===== config.mk =====
export PLATFORM = sky130hd
export DESIGN_NAME = scpc_ctrl
export DESIGN_NICKNAME = d
export VERILOG_FILES = /design/src/hw/scpc_pkg.sv /design/src/hw/scpc_ctrl.sv
export SDC_FILE = /design/constraint.sdc
export NUM_CORES = 1
export LEC_CHECK = 0
export BUFFER_PORTS_ARGS = -buffer_cell sky130_fd_sc_hd__buf_4
export CAP_MARGIN = 5
export CORE_MARGIN = 1
export CORE_UTILIZATION = 59
export DETAILED_ROUTE_END_ITERATION = 6
export HOLD_SLACK_MARGIN = 0.06
export PLACE_DENSITY = 0.95
export SLEW_MARGIN = 20
export SYNTH_ARGS = -nofsm -noshare
export SYNTH_HDL_FRONTEND = slang
export SYNTH_SLANG_ARGS = --single-unit

===== constraint.sdc =====
create_clock -name clk_i -period 5.5 [get_ports clk_i]
set_clock_uncertainty 0.2 [all_clocks]
set_input_delay 0.275 -clock clk_i [delete_from_list [all_inputs] [get_ports clk_i]]
set_output_delay 0.275 -clock clk_i [all_outputs]
set_load 0.03 [all_outputs]

===== src/hw/scpc_pkg.sv =====
// package for the serial and pin control front end
// shared by the design module, its bound checker and the bench; no other files assumed
package scpc_pkg;
    // audio data interface formats
    typedef enum logic [1:0] {
        SCPC_FMT_I2S   = 2'h0,
        SCPC_FMT_LSB16 = 2'h1,
        SCPC_FMT_LSB20 = 2'h2,
        SCPC_FMT_LSB24 = 2'h3
    } scpc_fmt_t;

    // serial engine states, gray along the usual path
    typedef enum logic [1:0] {
        SCPC_ST_ADDR = 2'h0,
        SCPC_ST_REG  = 2'h1,
        SCPC_ST_DATA = 2'h3,
        SCPC_ST_SKIP = 2'h2
    } scpc_state_t;

    // settings handed to the datapath
    typedef struct packed {
        scpc_fmt_t  fmt;
        logic       chan_sel;
        logic       clk_follow_wsi;
        logic       dac_from_decoder;
        logic       soft_mute;
    } scpc_settings_t;

    // lock sources from the datapath
    typedef struct packed {
        logic pll_locked;
        logic dec_locked;
        logic pcm_detected;
    } scpc_lock_t;

    // device address byte layout
    localparam int SCPC_TYPE_LSB = 0;
    localparam int SCPC_DEVADDR_LSB = 2;
    localparam logic [1:0] SCPC_TYPE_WRITE = 2'h2; // bit1=1 bit0=0
    localparam logic [1:0] SCPC_TYPE_READ = 2'h3;  // bit1=1 bit0=1
    localparam logic [5:0] SCPC_DEVADDR_DEFAULT = 6'h06; // arbitrary default
    // register address byte layout
    localparam int SCPC_RW_BIT = 0;
    localparam int SCPC_REGADDR_LSB = 1;
    // register number and field holding the soft mute bit
    localparam logic [6:0] SCPC_REG_SOUND = 7'h10;
    localparam int SCPC_MUTE_BIT = 0;
    // serial-mode defaults (static mode takes settings from pins, soft mute off)
    localparam logic SCPC_DEF_CHAN = 1'h0;
    localparam logic SCPC_DEF_CLKSRC = 1'h0;
    localparam logic SCPC_DEF_DACSRC = 1'h1;
    localparam logic SCPC_DEF_MUTE = 1'h1;
    localparam logic [3:0] SCPC_BIT_LAST = 4'h7;
endpackage


===== src/hw/scpc_ctrl.sv =====
// serial and pin control front end: static strap decode, three-wire serial
// slave with register write and read return, lock and emphasis status pins.
// assumes the register store is outside: writes leave as a strobe with
// address and word, reads are answered by a combinational lookup port.
`timescale 1ns/1ps

module scpc_ctrl
    import scpc_pkg::*;
#(
    parameter logic [5:0] DEV_ADDR = SCPC_DEVADDR_DEFAULT
) (
    // system
    input wire logic clk_i,
    input wire logic srst_i,
    // straps and static pins
    input wire logic control_style_select_i,
    input wire logic input_channel_select_i,
    input wire logic clock_source_select_i,
    input wire logic dac_source_select_i,
    // serial bus; data line is two-way
    input wire logic ctl_serial_clock_line_i,
    input wire logic ctl_serial_phase_line_i,
    input wire logic ctl_serial_data_line_i,
    output logic ctl_serial_data_line_o,
    output logic ctl_serial_data_line_oe_o,
    // register store side
    output logic reg_wr_o,
    output logic [6:0] reg_addr_o,
    output logic [15:0] reg_wdata_o,
    input wire logic [15:0] reg_rdata_i,
    input wire logic reg_valid_i,
    // datapath status in, settings out
    input wire scpc_lock_t lock_src_i,
    input wire logic [1:0] emphasis_code_i,
    output scpc_settings_t settings_o,
    output logic lock_o,
    output logic emphasis_code_bit0_o,
    output logic emphasis_code_bit1_o
);
    // two-flop synchronisers for every pin
    logic [1:0] sel_s_reg, clk_s_reg, mode_s_reg, data_s_reg;
    logic [1:0] chan_s_reg, cks_s_reg, dsrc_s_reg;
    logic clk_d_reg;
    always_ff @(posedge clk_i) begin
        sel_s_reg <= {sel_s_reg[0], control_style_select_i};
        clk_s_reg <= {clk_s_reg[0], ctl_serial_clock_line_i};
        mode_s_reg <= {mode_s_reg[0], ctl_serial_phase_line_i};
        data_s_reg <= {data_s_reg[0], ctl_serial_data_line_i};
        chan_s_reg <= {chan_s_reg[0], input_channel_select_i};
        cks_s_reg <= {cks_s_reg[0], clock_source_select_i};
        dsrc_s_reg <= {dsrc_s_reg[0], dac_source_select_i};
        clk_d_reg <= clk_s_reg[1];
    end

    logic static_mode;
    logic serial_mode;
    logic clk_rise;
    logic clk_fall;
    assign static_mode = sel_s_reg[1];
    assign serial_mode = ~sel_s_reg[1];
    // edges found from synchronised copies only; link clock is slow (200 ns)
    assign clk_rise = serial_mode & clk_s_reg[1] & ~clk_d_reg;
    assign clk_fall = serial_mode & ~clk_s_reg[1] & clk_d_reg;

    // phase change restarts byte framing
    logic mode_d_reg;
    logic mode_change;
    always_ff @(posedge clk_i) begin
        if (srst_i) begin
            mode_d_reg <= 1'h0;
        end else begin
            mode_d_reg <= mode_s_reg[1];
        end
    end
    assign mode_change = mode_d_reg != mode_s_reg[1];

    // shift register: bit 0 first, so new bits enter at the top
    logic [7:0] shift_reg;
    logic [3:0] bit_cnt_reg;
    logic byte_done;
    always_ff @(posedge clk_i) begin
        if (srst_i || mode_change || static_mode) begin
            shift_reg <= 8'h00;
            bit_cnt_reg <= 4'h0;
        end else if (clk_rise) begin
            shift_reg <= {data_s_reg[1], shift_reg[7:1]};
            bit_cnt_reg <= (bit_cnt_reg == SCPC_BIT_LAST) ? 4'h0 : bit_cnt_reg + 4'h1;
        end
    end
    // full byte after eighth rising clock
    assign byte_done = clk_rise && bit_cnt_reg == SCPC_BIT_LAST;

    logic [7:0] rx_byte;
    assign rx_byte = {data_s_reg[1], shift_reg[7:1]};

    // transaction state
    scpc_state_t state_reg;
    logic read_xfer_reg;
    logic [1:0] data_idx_reg;
    logic [6:0] sel_addr_reg;
    logic [15:0] word_reg;
    logic [7:0] tx_reg;
    logic tx_en_reg;
    logic [1:0] addr_type;
    assign addr_type = rx_byte[SCPC_TYPE_LSB +: 2];

    always_ff @(posedge clk_i) begin
        if (srst_i || static_mode) begin
            state_reg <= SCPC_ST_ADDR;
            read_xfer_reg <= 1'h0;
            data_idx_reg <= 2'h0;
        end else if (byte_done && !mode_s_reg[1]) begin
            // address phase: mode low, eight clocks
            data_idx_reg <= 2'h0;
            if (rx_byte[SCPC_DEVADDR_LSB +: 6] == DEV_ADDR && addr_type == SCPC_TYPE_WRITE) begin
                state_reg <= SCPC_ST_REG;
                read_xfer_reg <= 1'h0;
            end else if (rx_byte[SCPC_DEVADDR_LSB +: 6] == DEV_ADDR
                         && addr_type == SCPC_TYPE_READ) begin
                state_reg <= SCPC_ST_DATA;
                read_xfer_reg <= 1'h1;
            end else begin
                state_reg <= SCPC_ST_SKIP;
            end
        end else if (byte_done && mode_s_reg[1]) begin
            // data phase bytes
            unique case (state_reg)
                SCPC_ST_REG: begin
                    state_reg <= SCPC_ST_DATA;
                end
                SCPC_ST_DATA: begin
                    if (data_idx_reg != 2'h3) begin
                        data_idx_reg <= data_idx_reg + 2'h1;
                    end
                end
                SCPC_ST_ADDR, SCPC_ST_SKIP: begin
                    state_reg <= state_reg;
                end
            endcase
        end
    end

    // register address byte: flag and seven-bit address
    logic rd_pending_reg;
    always_ff @(posedge clk_i) begin
        if (srst_i) begin
            sel_addr_reg <= 7'h00;
            rd_pending_reg <= 1'h0;
        end else if (byte_done && mode_s_reg[1] && state_reg == SCPC_ST_REG) begin
            sel_addr_reg <= rx_byte[SCPC_REGADDR_LSB +: 7];
            rd_pending_reg <= rx_byte[SCPC_RW_BIT];
        end
    end

    // write word assembly, high byte first; strobe after second byte
    always_ff @(posedge clk_i) begin
        if (srst_i) begin
            word_reg <= 16'h0000;
            reg_wr_o <= 1'h0;
        end else begin
            reg_wr_o <= 1'h0;
            if (byte_done && mode_s_reg[1] && state_reg == SCPC_ST_DATA
                && !read_xfer_reg && !rd_pending_reg) begin
                if (data_idx_reg == 2'h0) begin
                    word_reg[15:8] <= rx_byte;
                end else if (data_idx_reg == 2'h1) begin
                    word_reg[7:0] <= rx_byte;
                    reg_wr_o <= 1'h1;
                end
            end
        end
    end
    assign reg_addr_o = sel_addr_reg;
    assign reg_wdata_o = word_reg;

    // read return: address byte with validity flag, then high and low data
    logic [7:0] tx_load;
    logic [15:0] rd_word_reg;
    always_comb begin
        tx_load = 8'h00;
        unique case (data_idx_reg)
            2'h0: tx_load = {sel_addr_reg, ~reg_valid_i};
            2'h1: tx_load = rd_word_reg[15:8];
            2'h2: tx_load = rd_word_reg[7:0];
            2'h3: tx_load = 8'h00;
        endcase
    end

    // device drives data line on falling clock so host samples on rising
    logic tx_loaded_reg;
    always_ff @(posedge clk_i) begin
        if (srst_i || static_mode) begin
            tx_reg <= 8'h00;
            tx_en_reg <= 1'h0;
            tx_loaded_reg <= 1'h0;
            rd_word_reg <= 16'h0000;
        end else if (!(read_xfer_reg && mode_s_reg[1] && state_reg == SCPC_ST_DATA)
                     || data_idx_reg == 2'h3) begin
            tx_en_reg <= 1'h0;
            tx_loaded_reg <= 1'h0;
        end else if (!tx_loaded_reg || byte_done) begin
            // first bit stands before the first rising clock of the byte
            tx_reg <= byte_done ? 8'h00 : tx_load;
            tx_loaded_reg <= !byte_done;
            tx_en_reg <= rd_pending_reg;
            if (data_idx_reg == 2'h0 && !tx_loaded_reg) begin
                rd_word_reg <= reg_rdata_i;
            end
        end else if (clk_fall && bit_cnt_reg != 4'h0) begin
            tx_reg <= {1'h0, tx_reg[7:1]};
        end
    end
    assign ctl_serial_data_line_o = tx_reg[0];
    assign ctl_serial_data_line_oe_o = tx_en_reg;

    // soft mute: set at start-up in serial mode until host clears it
    logic mute_reg;
    always_ff @(posedge clk_i) begin
        if (srst_i) begin
            mute_reg <= SCPC_DEF_MUTE;
        end else if (reg_wr_o && sel_addr_reg == SCPC_REG_SOUND) begin
            mute_reg <= word_reg[SCPC_MUTE_BIT];
        end
    end

    // settings out, registered
    always_ff @(posedge clk_i) begin
        if (srst_i) begin
            settings_o <= '{SCPC_FMT_I2S, SCPC_DEF_CHAN, SCPC_DEF_CLKSRC,
                            SCPC_DEF_DACSRC, SCPC_DEF_MUTE};
        end else if (static_mode) begin
            settings_o.fmt <= scpc_fmt_t'({mode_s_reg[1], data_s_reg[1]});
            settings_o.chan_sel <= chan_s_reg[1];
            settings_o.clk_follow_wsi <= cks_s_reg[1];
            settings_o.dac_from_decoder <= dsrc_s_reg[1];
            settings_o.soft_mute <= 1'h0;
        end else begin
            // serial mode: register store owns the rest; mute tracked here
            settings_o.fmt <= SCPC_FMT_I2S;
            settings_o.chan_sel <= SCPC_DEF_CHAN;
            settings_o.clk_follow_wsi <= SCPC_DEF_CLKSRC;
            settings_o.dac_from_decoder <= SCPC_DEF_DACSRC;
            settings_o.soft_mute <= mute_reg;
        end
    end

    // status pins
    always_ff @(posedge clk_i) begin
        if (srst_i) begin
            lock_o <= 1'h0;
            emphasis_code_bit0_o <= 1'h0;
            emphasis_code_bit1_o <= 1'h0;
        end else begin
            if (static_mode) begin
                lock_o <= lock_src_i.pll_locked & lock_src_i.dec_locked
                          & lock_src_i.pcm_detected;
            end else begin
                lock_o <= lock_src_i.pll_locked & lock_src_i.dec_locked;
            end
            emphasis_code_bit0_o <= emphasis_code_i[0];
            emphasis_code_bit1_o <= emphasis_code_i[1];
        end
    end
endmodule


* After elaboration in Yosys (flattened, before gate mapping)
Index checks and enable logic that the tools add are counted.
Cells by class: add/sub/neg operators 2, equality and inequality tests 12, muxes and demuxes 15, bitwise operators 13, reductions and logical operators 42
Operator list (number):
- 8-bit one-hot mux with 4 select lines | 1
- 8-bit two-way mux | 3
- 1-bit logical AND | 14
- 2-bit equality test, second input constant | 5
- 3-bit AND reduction | 3
- 2-bit two-way mux | 4
- 2-bit AND reduction | 4
- 2-bit nonzero test | 4
- 7-bit by 5-bit equality test with 1-bit output, second input constant | 1
- 1-bit NOT | 7
- 1-bit bitwise AND | 6
- 6-bit by 3-bit equality test with 1-bit output, second input constant | 1
- 1-bit zero test | 6
- 1-bit two-way mux | 6
- 2-bit OR reduction | 3
- 1-bit logical OR | 5
- 4-bit by 1-bit adder with 4-bit output, second input constant | 1
- 2-bit by 1-bit equality test with 1-bit output, second input constant | 2
- 4-bit by 3-bit equality test with 1-bit output, second input constant | 1
- 4-bit two-way mux | 1
- 4-bit nonzero test | 1
- 3-bit OR reduction | 1
- 2-bit by 1-bit adder with 2-bit output, second input constant | 1
- 2-bit zero test | 1
- other kinds (2) | 2
Word-level totals: register bits 94, bits of input ports 31, output and inout port bits 35, word-level logic and storage cells 116

* Depth between registers and ports, before layout
Gate-level depths: netlist of run 1.
word-level depth 10, gate-level depth with buffers 8, gate-level depth less buffers 6

* Worst setup path after synthesis of run 1
No wires, ideal clock.
path type reg-to-reg, start point register data_idx_reg[0], end point register rd_word_reg[10], setup time 0.128 ns, arrival time 1.772 ns, path slack 3.400 ns, stages on the path, launching flop included 9, buffers on the path 2, period minus slack after synthesis 2.100 ns, path through dfxtp_1 inv_1 ha_1 buf_2 inv_1 nor4_4 buf_4 mux2i_1 nor2_1
Between the ends: cells in the longest elaborated chain, start to end 4
Ends and longest elaborated chain:
- start, declared | RTL line scpc_ctrl.sv:99 | logic [1:0] data_idx_reg;
- start signal, assigned | RTL line scpc_ctrl.sv:133 | data_idx_reg <= data_idx_reg + 2'h1;
- 2-bit equality test | RTL line scpc_ctrl.sv:198 | || data_idx_reg == 2'h3) begin
- 1-bit logical OR | RTL line scpc_ctrl.sv:198
- 1-bit NOT (no line)
- 3-bit AND reduction (no line) *
- end signal, assigned | RTL line scpc_ctrl.sv:207 | rd_word_reg <= reg_rdata_i;
- end, declared | RTL line scpc_ctrl.sv:178 | logic [15:0] rd_word_reg;
Mark *: on every way between the ends. The rest lies on a longest branch, timed or not. A chain may end at the register's enable or synchronous reset.

* Worst setup path in the final report of run 1
start point register sel_s_reg[1], end point register read_xfer_reg
Between the ends: cells in the longest elaborated chain, start to end 6
Ends and longest elaborated chain:
- start, declared | RTL line scpc_ctrl.sv:41 | logic [1:0] sel_s_reg, clk_s_reg, mode_s_reg, data_s_reg;
- start signal, assigned | RTL line scpc_ctrl.sv:45 | sel_s_reg <= {sel_s_reg[0], control_style_select_i};
- 1-bit NOT (no line)
- 1-bit bitwise AND (2 in a row) | RTL line scpc_ctrl.sv:62 | assign clk_rise = serial_mode & clk_s_reg[1] & ~clk_d_reg;
- 1-bit logical AND | RTL line scpc_ctrl.sv:91 | assign byte_done = clk_rise && bit_cnt_reg == SCPC_BIT_LAST;
- 1-bit logical AND | RTL line scpc_ctrl.sv:112 | end else if (byte_done && !mode_s_reg[1]) begin
- 2-bit AND reduction (no line)
- end signal, assigned | RTL line scpc_ctrl.sv:110 | read_xfer_reg <= 1'h0;
- end signal, assigned | RTL line scpc_ctrl.sv:117 | read_xfer_reg <= 1'h0;
- end signal, assigned | RTL line scpc_ctrl.sv:121 | read_xfer_reg <= 1'h1;
- end, declared | RTL line scpc_ctrl.sv:98 | logic read_xfer_reg;
Several ways; a longest one is shown, not always the timed one.

==> results, run 1 <==
- The violation count after the first detailed-route iteration is 453.
- Summed over all failing endpoints, the final setup total negative slack is 0 ns.
- The number of endpoints failing setup at the final stage is 0.
- On the worst path, the slowest cell contributes a delay of 0.82 ns.
- The worst path needs 3.21 ns of the cycle, external delays included.
- The finished cells cover 0.00469 mm2.
- The aggregate routed wire length is 10400 um.
- The number of nets still failing antenna checks after routing is 0.
- The number of nets in the final layout is 495.
- The relative slew slack is 34.1%.
- The overall overflow remaining after global route is 0.
- The number of nets produced by synthesis is 416.
- The startpoint of the most critical hold path is srst_i.
- The root buffer cell is sky130_fd_sc_hd__clkbuf_8.
- The capturing element type of the critical path is a register.
- The starting density of the core is 61.5%.
- In this run the mean area of a mapped cell was 9.73 um2.
- The repair_antennas step left the layout with diodes totalling 0.
- The type of origin of the critical path is a register.
- The worst register-to-register path begins at sel_s_reg[1].
- Yosys attributes the largest share of cell area to sky130_fd_sc_hd__dfxtp_1 (50%), sky130_fd_sc_hd__mux2i_1 (11%), sky130_fd_sc_hd__nand2b_1 (4.2%).
- The number of global-route vias before repair is 3226.
- The count of final hold-check violations is 0.
- The H-tree generated during clock tree synthesis spans 3 levels.
- The most common cell after layout, fill and taps aside is sky130_fd_sc_hd__dfxtp_1.
- The data arrival time of the worst path is 3.29 ns.
- The clock latency at the later pin of the worst-skew pair is 0.36 ns.
- The global routing usage on met2 is 55.0%.
- Dividing the detail-routed via count by the number of cells gives 6.18.
- The yosys synthesis warning count is 0.
- The largest area contributor in the synthesized netlist is sky130_fd_sc_hd__dfxtp_1.
- The highest-utilization routing layer at the global route stage is met2.
- Synthesis inferred 93 register bits.
- The type of the setup path with the least slack is register to register.
- Max-cap violations in this run came to 0.
- The worst supply voltage drop on vdd is 0.000207 V.
- The longest clock path from root to sink contains 2 buffers.
- At the end of routability-driven placement, the weighted congestion stood at 0.931.
- The area inside the core boundary is 0.00599 mm2.
- After floorplanning, the core was divided into 28 placement rows.
- Fill cells in the final layout number 334.
- In this run the cell area of the synthesized design comes to 0.00369 mm2.
- The number of max-slew violations in the final report was 0.
- The detailed placement HPWL is 5850 um.
- Overall power consumption after layout is estimated at 1.31 mW.
- The pin count of the biggest net entering global routing is 44.
- In the final layout, the share of cells above drive strength 1 is 19.0%.
- The total die area is 0.00657 mm2.
- Traced cell by cell, the critical path runs through nor3b_2, nand2_1, or4b_2, a21oi_1.
- Clock tree synthesis inserted a total of 9 buffers.
- The worst-path maximum fanout is 20.
- The post-layout worst setup margin is 2.29 ns.
- The initial antenna violation count came to 0.
- The global-route met1 utilization is 39.9%.
- In the synthesized netlist the dominant register cell turns out to be sky130_fd_sc_hd__dfxtp_1.
- At the pin with the least slew margin, the transition time is 0.984 ns.
- Summed over all cells, the static leakage comes to 1.83 nW.
- The first-pass detailed-route iteration total is 7.
- The first-pass GRT wire length is 16100 um.
- The number of buffers inserted by port buffering is 65.
- The fraction of synthesized cell area taken by the top area cell type is 50.5%.
- From bottom edge to top edge, the die measures 81.1 um.
- For this run, design rule violations remaining after detail routing come to 8.
- Clock tree synthesis found a total of 93 sinks.
- Pin placement for this block handled 66 I/O pins.
- For met3 alone, demand over resource in global routing was 6.07%.
- Before CTS, the worst setup slack after placement is 2.54 ns.
- The final worst-path cycle share is 58.4%.
- The flow ran to the end, but the final reports show violations.
- For the worst setup path, the data required time is 5.58 ns.
- The worst hold path class is input pin to register.
- The total power density per cell area is 278 mW/mm2.
- The cell with the biggest individual delay on the critical path is sky130_fd_sc_hd__or4b_2.
- Based on the critical path, the design can be clocked at up to 312 MHz.
- Synthesis instantiated 51 different standard cells from the library.
- The average wire per cell in the routed design is 19.3 um.
- For this run, asynchronously set or reset flops after synthesis account for 0%.
- In the layout the commonest cells are sky130_fd_sc_hd__dfxtp_1 (93), sky130_fd_sc_hd__buf_4 (65), sky130_fd_sc_hd__mux2i_1 (40), sky130_fd_sc_hd__nand2_1 (36), sky130_fd_sc_hd__nor2_1 (32).
- After clock tree synthesis, the clock-pin slew on the worst setup and hold paths is 0.09 ns.
- The global-route usage over all layers is 33.2%.
- The checks that failed: design-rule violations.
- Setup repair after global routing left no endpoint under its margin.
- In this run the worst setup path begins at sel_s_reg[1].
- The cell area after placement is 0.00416 mm2.
- The sequential cell area fraction in the yosys report is 50.5%.
- The number of vias in the routed layout is 3327.
- The die boundary width is 81.1 um.
- Relative to the synthesized area, the layout overhead comes to 27.2%.
- The number of instances in the synthesized netlist is 379.
- In this run, synthesis inferred 0 flip-flops with an integrated enable.
- TritonCTS built the clock tree.
## metrics by stage
step           cells  util, %  hold slack, ns
5_1_grt          538     78.3           0.144
3_5_place_dp     494     69.5           0.117
4_1_cts          538     78.3          0.0931
2_1_floorplan    379        -           0.103
3_3_place_gp     493     69.3           0.110
6_report         538     78.3           0.110
## what timing repair did
action / 4_1_cts / 5_1_grt
endpoints found under the hold margin: 26 / 0
hold buffers: 28 / 0
setup buffers: 0 / 0
gates resized for setup: 0 / 0
## synth_stat cells, types with 2 or more instances
master                     count
sky130_fd_sc_hd__inv_1         8
sky130_fd_sc_hd__nand2b_1     25
sky130_fd_sc_hd__o211ai_1      7
sky130_fd_sc_hd__o221a_2       2
sky130_fd_sc_hd__o31ai_1       2
sky130_fd_sc_hd__o311a_1       3
sky130_fd_sc_hd__nand3_1       2
sky130_fd_sc_hd__nor2b_1       8
sky130_fd_sc_hd__a211oi_1      3
sky130_fd_sc_hd__ha_1          6
sky130_fd_sc_hd__buf_2         3
sky130_fd_sc_hd__a22oi_1       4
sky130_fd_sc_hd__nor3_1       12
sky130_fd_sc_hd__a21oi_1      13
sky130_fd_sc_hd__o21ai_0       5
sky130_fd_sc_hd__and3b_1       2
sky130_fd_sc_hd__buf_4         2
sky130_fd_sc_hd__nand4_1       9
sky130_fd_sc_hd__nand2_1      36
sky130_fd_sc_hd__or3_1         2
sky130_fd_sc_hd__xnor2_1       2
sky130_fd_sc_hd__dfxtp_1      93
sky130_fd_sc_hd__clkbuf_1     19
sky130_fd_sc_hd__mux2i_1      40
sky130_fd_sc_hd__xor2_1        2
sky130_fd_sc_hd__and2_1        5
sky130_fd_sc_hd__a21o_1        2
sky130_fd_sc_hd__nor2_1       32
sky130_fd_sc_hd__a31oi_1       5
sky130_fd_sc_hd__a221oi_1      4
## worst max-delay path: cells and delay by family (launching register included)
family	cells	cell delay (ns)
simple gates	3	2.32
flops	1	0.38
compound gates	1	0.22
## per-layer routing
layer,wire (um),up-vias
li1,-,1473
met1,3860,1566
met2,5160,225
met3,811,63
met4,523,0
met5,0,-
## worst paths after layout
check	to	slack, ns	cells after the start
setup / recovery	read_xfer_reg	2.29	4
hold / removal	reg_wr_o	0.11	2
setup reg to reg	read_xfer_reg	2.29	4
hold reg to reg	cks_s_reg[1]	0.14	0
## area by class of cell
cell class | instances | area [um2] | share of cell area, %
inverter | 8 | 30.0 | 0.640
multi-input combinational | 252 | 1680 | 35.8
tap | 75 | 93.8 | 2.00
clock inverter | 7 | 123 | 2.61
timing repair buffer | 94 | 779 | 16.6
sequential | 93 | 1860 | 39.7
clock buffer | 9 | 124 | 2.64
## power by group
group | switching [mW] | internal, mW | total, mW | leakage, nW
clock | 0.246 | 0.305 | 0.551 | 0.121
combinational | 0.0294 | 0.0372 | 0.0666 | 0.953
sequential | 0.00643 | 0.682 | 0.688 | 0.757
## cell families after synthesis
family,count (synthesis),share of synthesized area (%)
AO/OA/AOI/OAI,55,10.6
XOR/XNOR,4,0.950
adder cells (fa/ha/maj),6,2.04
buffers and inverters,34,3.97
flip-flops,93,50.5
multiplexers,40,10.9
AND/OR/NAND/NOR,147,21.1
Note: power is estimated with default switching activity, not from simulation.
==> run 2, diff against run 1 <==
--- a/config.mk
+++ b/config.mk
@@ -8,10 +8,10 @@
 export BUFFER_PORTS_ARGS = -buffer_cell sky130_fd_sc_hd__buf_4
 export CAP_MARGIN = 5
 export CORE_MARGIN = 1
-export CORE_UTILIZATION = 59
+export CORE_UTILIZATION = 55
 export DETAILED_ROUTE_END_ITERATION = 6
 export HOLD_SLACK_MARGIN = 0.06
-export PLACE_DENSITY = 0.95
+export PLACE_DENSITY = 0.9
 export SLEW_MARGIN = 20
 export SYNTH_ARGS = -nofsm -noshare
 export SYNTH_HDL_FRONTEND = slang
==> constraint.sdc (replaced) <==
create_clock -name clk_i -period 3.05 [get_ports clk_i]
set_clock_uncertainty 0.2 [all_clocks]
set_input_delay 0.1525 -clock clk_i [delete_from_list [all_inputs] [get_ports clk_i]]
set_output_delay 0.1525 -clock clk_i [all_outputs]
set_load 0.03 [all_outputs]
==> results, run 2 (synthesis gave the netlist of run 1 again) <==
- Entering global routing, the biggest net connects 44 pins.
- The type of origin of the critical path is a register.
- The detailed router finished its first iteration with 409 violations.
- The relative slew slack is 51.6%.
- In this run the worst path has a maximum fanout of 9.
- Clock tree synthesis inserted a total of 9 buffers.
- The number of antenna repair diodes is 0.
- The HPWL after detailed placement is 5720 um.
- Max-cap violations in this run came to 0.
- The global-route met1 utilization is 31.9%.
- The number of global-route vias before repair is 3052.
- The post-CTS setup-driven buffer insertion count is 0.
- In this run the horizontal extent of the chip is 83.9 um.
- The placer's final routability congestion estimate is 0.921.
- The number of endpoints failing setup at the final stage is 0.
- Across every metal layer, demand over resource in global routing totals 25.8%.
- The slew at the pin with the worst max-slew slack is 0.723 ns.
- The number of max-slew violations in the final report came to 0.
- The first detailed-routing pass took 7 iterations.
- met2 is the most crowded layer.
- The first-pass GRT wire length is 14400 um.
- Setup repair after global routing left no endpoint under its margin.
- The mean number of vias per cell is 5.88.
- Measured along the y axis, the die boundary spans 83.9 um.
- The count of final hold-check violations is 0.
- STA classifies the critical path endpoint as a register.
- The run finished, with violations left.
- The final design utilization is 73.5%.
- The routed layout has 3216 vias.
- In the final routed layout, each cell accounts on average for 16.3 um.
- The final reports fail on design-rule violations.
- The worst supply voltage drop on vdd is 0.000414 V.
- The maximum clock insertion buffer count is 2.
- Timing would allow up to 385 MHz.
- The final-layout fill cell count is 415.
- The post-layout worst setup margin is 0.454 ns.
- The share of cells above drive strength 1 is 18.9%.
- The routed design could run at a clock period as short as 2.60 ns.
- The initial antenna violation count is 0.
- The number of top-level design ports is 66.
- After floorplanning, the core was divided into 29 placement rows.
- The overall overflow remaining after global route is 0.
- The number of buffers inserted by port buffering is 65.
- The total leakage power is 1.85 nW.
- Data on the critical path arrives at its endpoint at 2.67 ns.
- The aggregate routed wire length is 8910 um.
- Dividing the final minimum period by the clock period gives 85.1%.
- The pre-CTS setup slack is 0.540 ns.
- The area inside the core boundary is 0.00642 mm2.
- In the final timing run, aggregate negative setup slack is 0 ns.
- The timing startpoint of the critical path is bit_cnt_reg[0].
- The top cell types in the final layout, fill and taps aside, are sky130_fd_sc_hd__dfxtp_1 (93), sky130_fd_sc_hd__buf_4 (69), sky130_fd_sc_hd__mux2i_1 (40), sky130_fd_sc_hd__nand2_1 (36).
- Leaving out fill and tap cells, the most frequent cell in the layout is sky130_fd_sc_hd__dfxtp_1.
- In the routed design, unresolved DRC markers number 2.
- The most critical setup path has its endpoint at reg_wdata_o[6].
- The detail route stage leaves a number of antenna-violating nets equal to 0.
- The quantity of gates resized following cts is 0.
- The startpoint identified for the worst hold timing path is chan_s_reg[0].
- The global routing usage on met2 is 43.6%.
- The number of nets in the final layout is 502.
- TritonCTS built the clock tree.
- The die covers 0.00704 mm2.
- Once the floorplan was initialized, standard cells occupied 57.4% of the core.
- The worst register-to-register path ends at reg_wdata_o[6].
- The required time of the critical path is 3.12 ns.
- The worst hold path class is register to register.
- Dividing total power by cell area gives a power density of 478 mW/mm2.
- The worst setup path is of the register to register kind.
- Global routing used 5.84% of the available met3 tracks.
- The clock latency at the later pin of the worst-skew pair is 0.36 ns.
- Compared with the post-synthesis result, the final layout area differs by 28.0%.
- The total clock sinks is 93.
- In this run the clock root is driven by a sky130_fd_sc_hd__clkbuf_8.
- Counting cells, the worst reg-to-reg path comes to 5.
- The worst register-to-register path begins at bit_cnt_reg[0].
- The clock slew at the register clock pins of the worst setup and hold paths is 0.09 ns.
- The H-tree depth reported by CTS is 3.
- In this run the register-to-register setup slack is 0.45 ns.
==> run 2: final cells by class <==
type	count	area [um2]	area share [%]
well taps	77	96.3	2.04
repair buffers	101	838	17.8
flip-flops and latches	93	1860	39.4
clock buffers	11	131	2.78
inverters	8	30.0	0.636
multi-input cells	252	1680	35.6
clock inverters	5	82.6	1.75
==> run 2: power by group <==
group          internal, mW  total, mW  switching [mW]
registers              1.23       1.24          0.0111
logic                0.0712      0.124          0.0531
clock network         0.467      0.891           0.424
total                  1.77       2.26           0.488
==> run 2: through the flow <==
step	power, mW	std cells	cell area (um2)	hold WS, ns
after CTS	2.27	547	4720	0.133
final	2.26	547	4720	0.130
after floorplan	1.31	379	3690	-0.0198
after global placement	1.35	499	4190	0.0571
after detailed placement	1.36	499	4190	0.0580
after global routing	2.33	547	4720	0.140
==> run 2: how the worst min path moves through the flow <==
stage | depth (start not counted) | to
2_1_floorplan | 0 | chan_s_reg[0]
3_3_place_gp | 1 | data_s_reg[0]
3_5_place_dp | 1 | mode_s_reg[0]
4_1_cts | 0 | chan_s_reg[1]
5_1_grt | 0 | data_s_reg[1]
6_report | 0 | chan_s_reg[1]
==> run 2: critical path, stage by stage, from the launching register on <==
cell and delay [ns]:
sky130_fd_sc_hd__dfxtp_1 0.39, sky130_fd_sc_hd__ha_1 0.19, sky130_fd_sc_hd__and3b_1 0.27, sky130_fd_sc_hd__and2_0 0.41, sky130_fd_sc_hd__nand4_1 0.67, sky130_fd_sc_hd__mux2i_1 0.37
==> run 2: routing by layer <==
metal  routed length (um)  share of wire [%]
met1                 3560                 40
met2                 4590                 51
met3                  549                6.2
met4                  216                2.4
met5                    0                  0
==> run 2: repair_timing <==
action                                  4_1_cts  5_1_grt
endpoints found under the setup margin        0        0
hold buffers                                 32        0
endpoints found under the hold margin        38        0
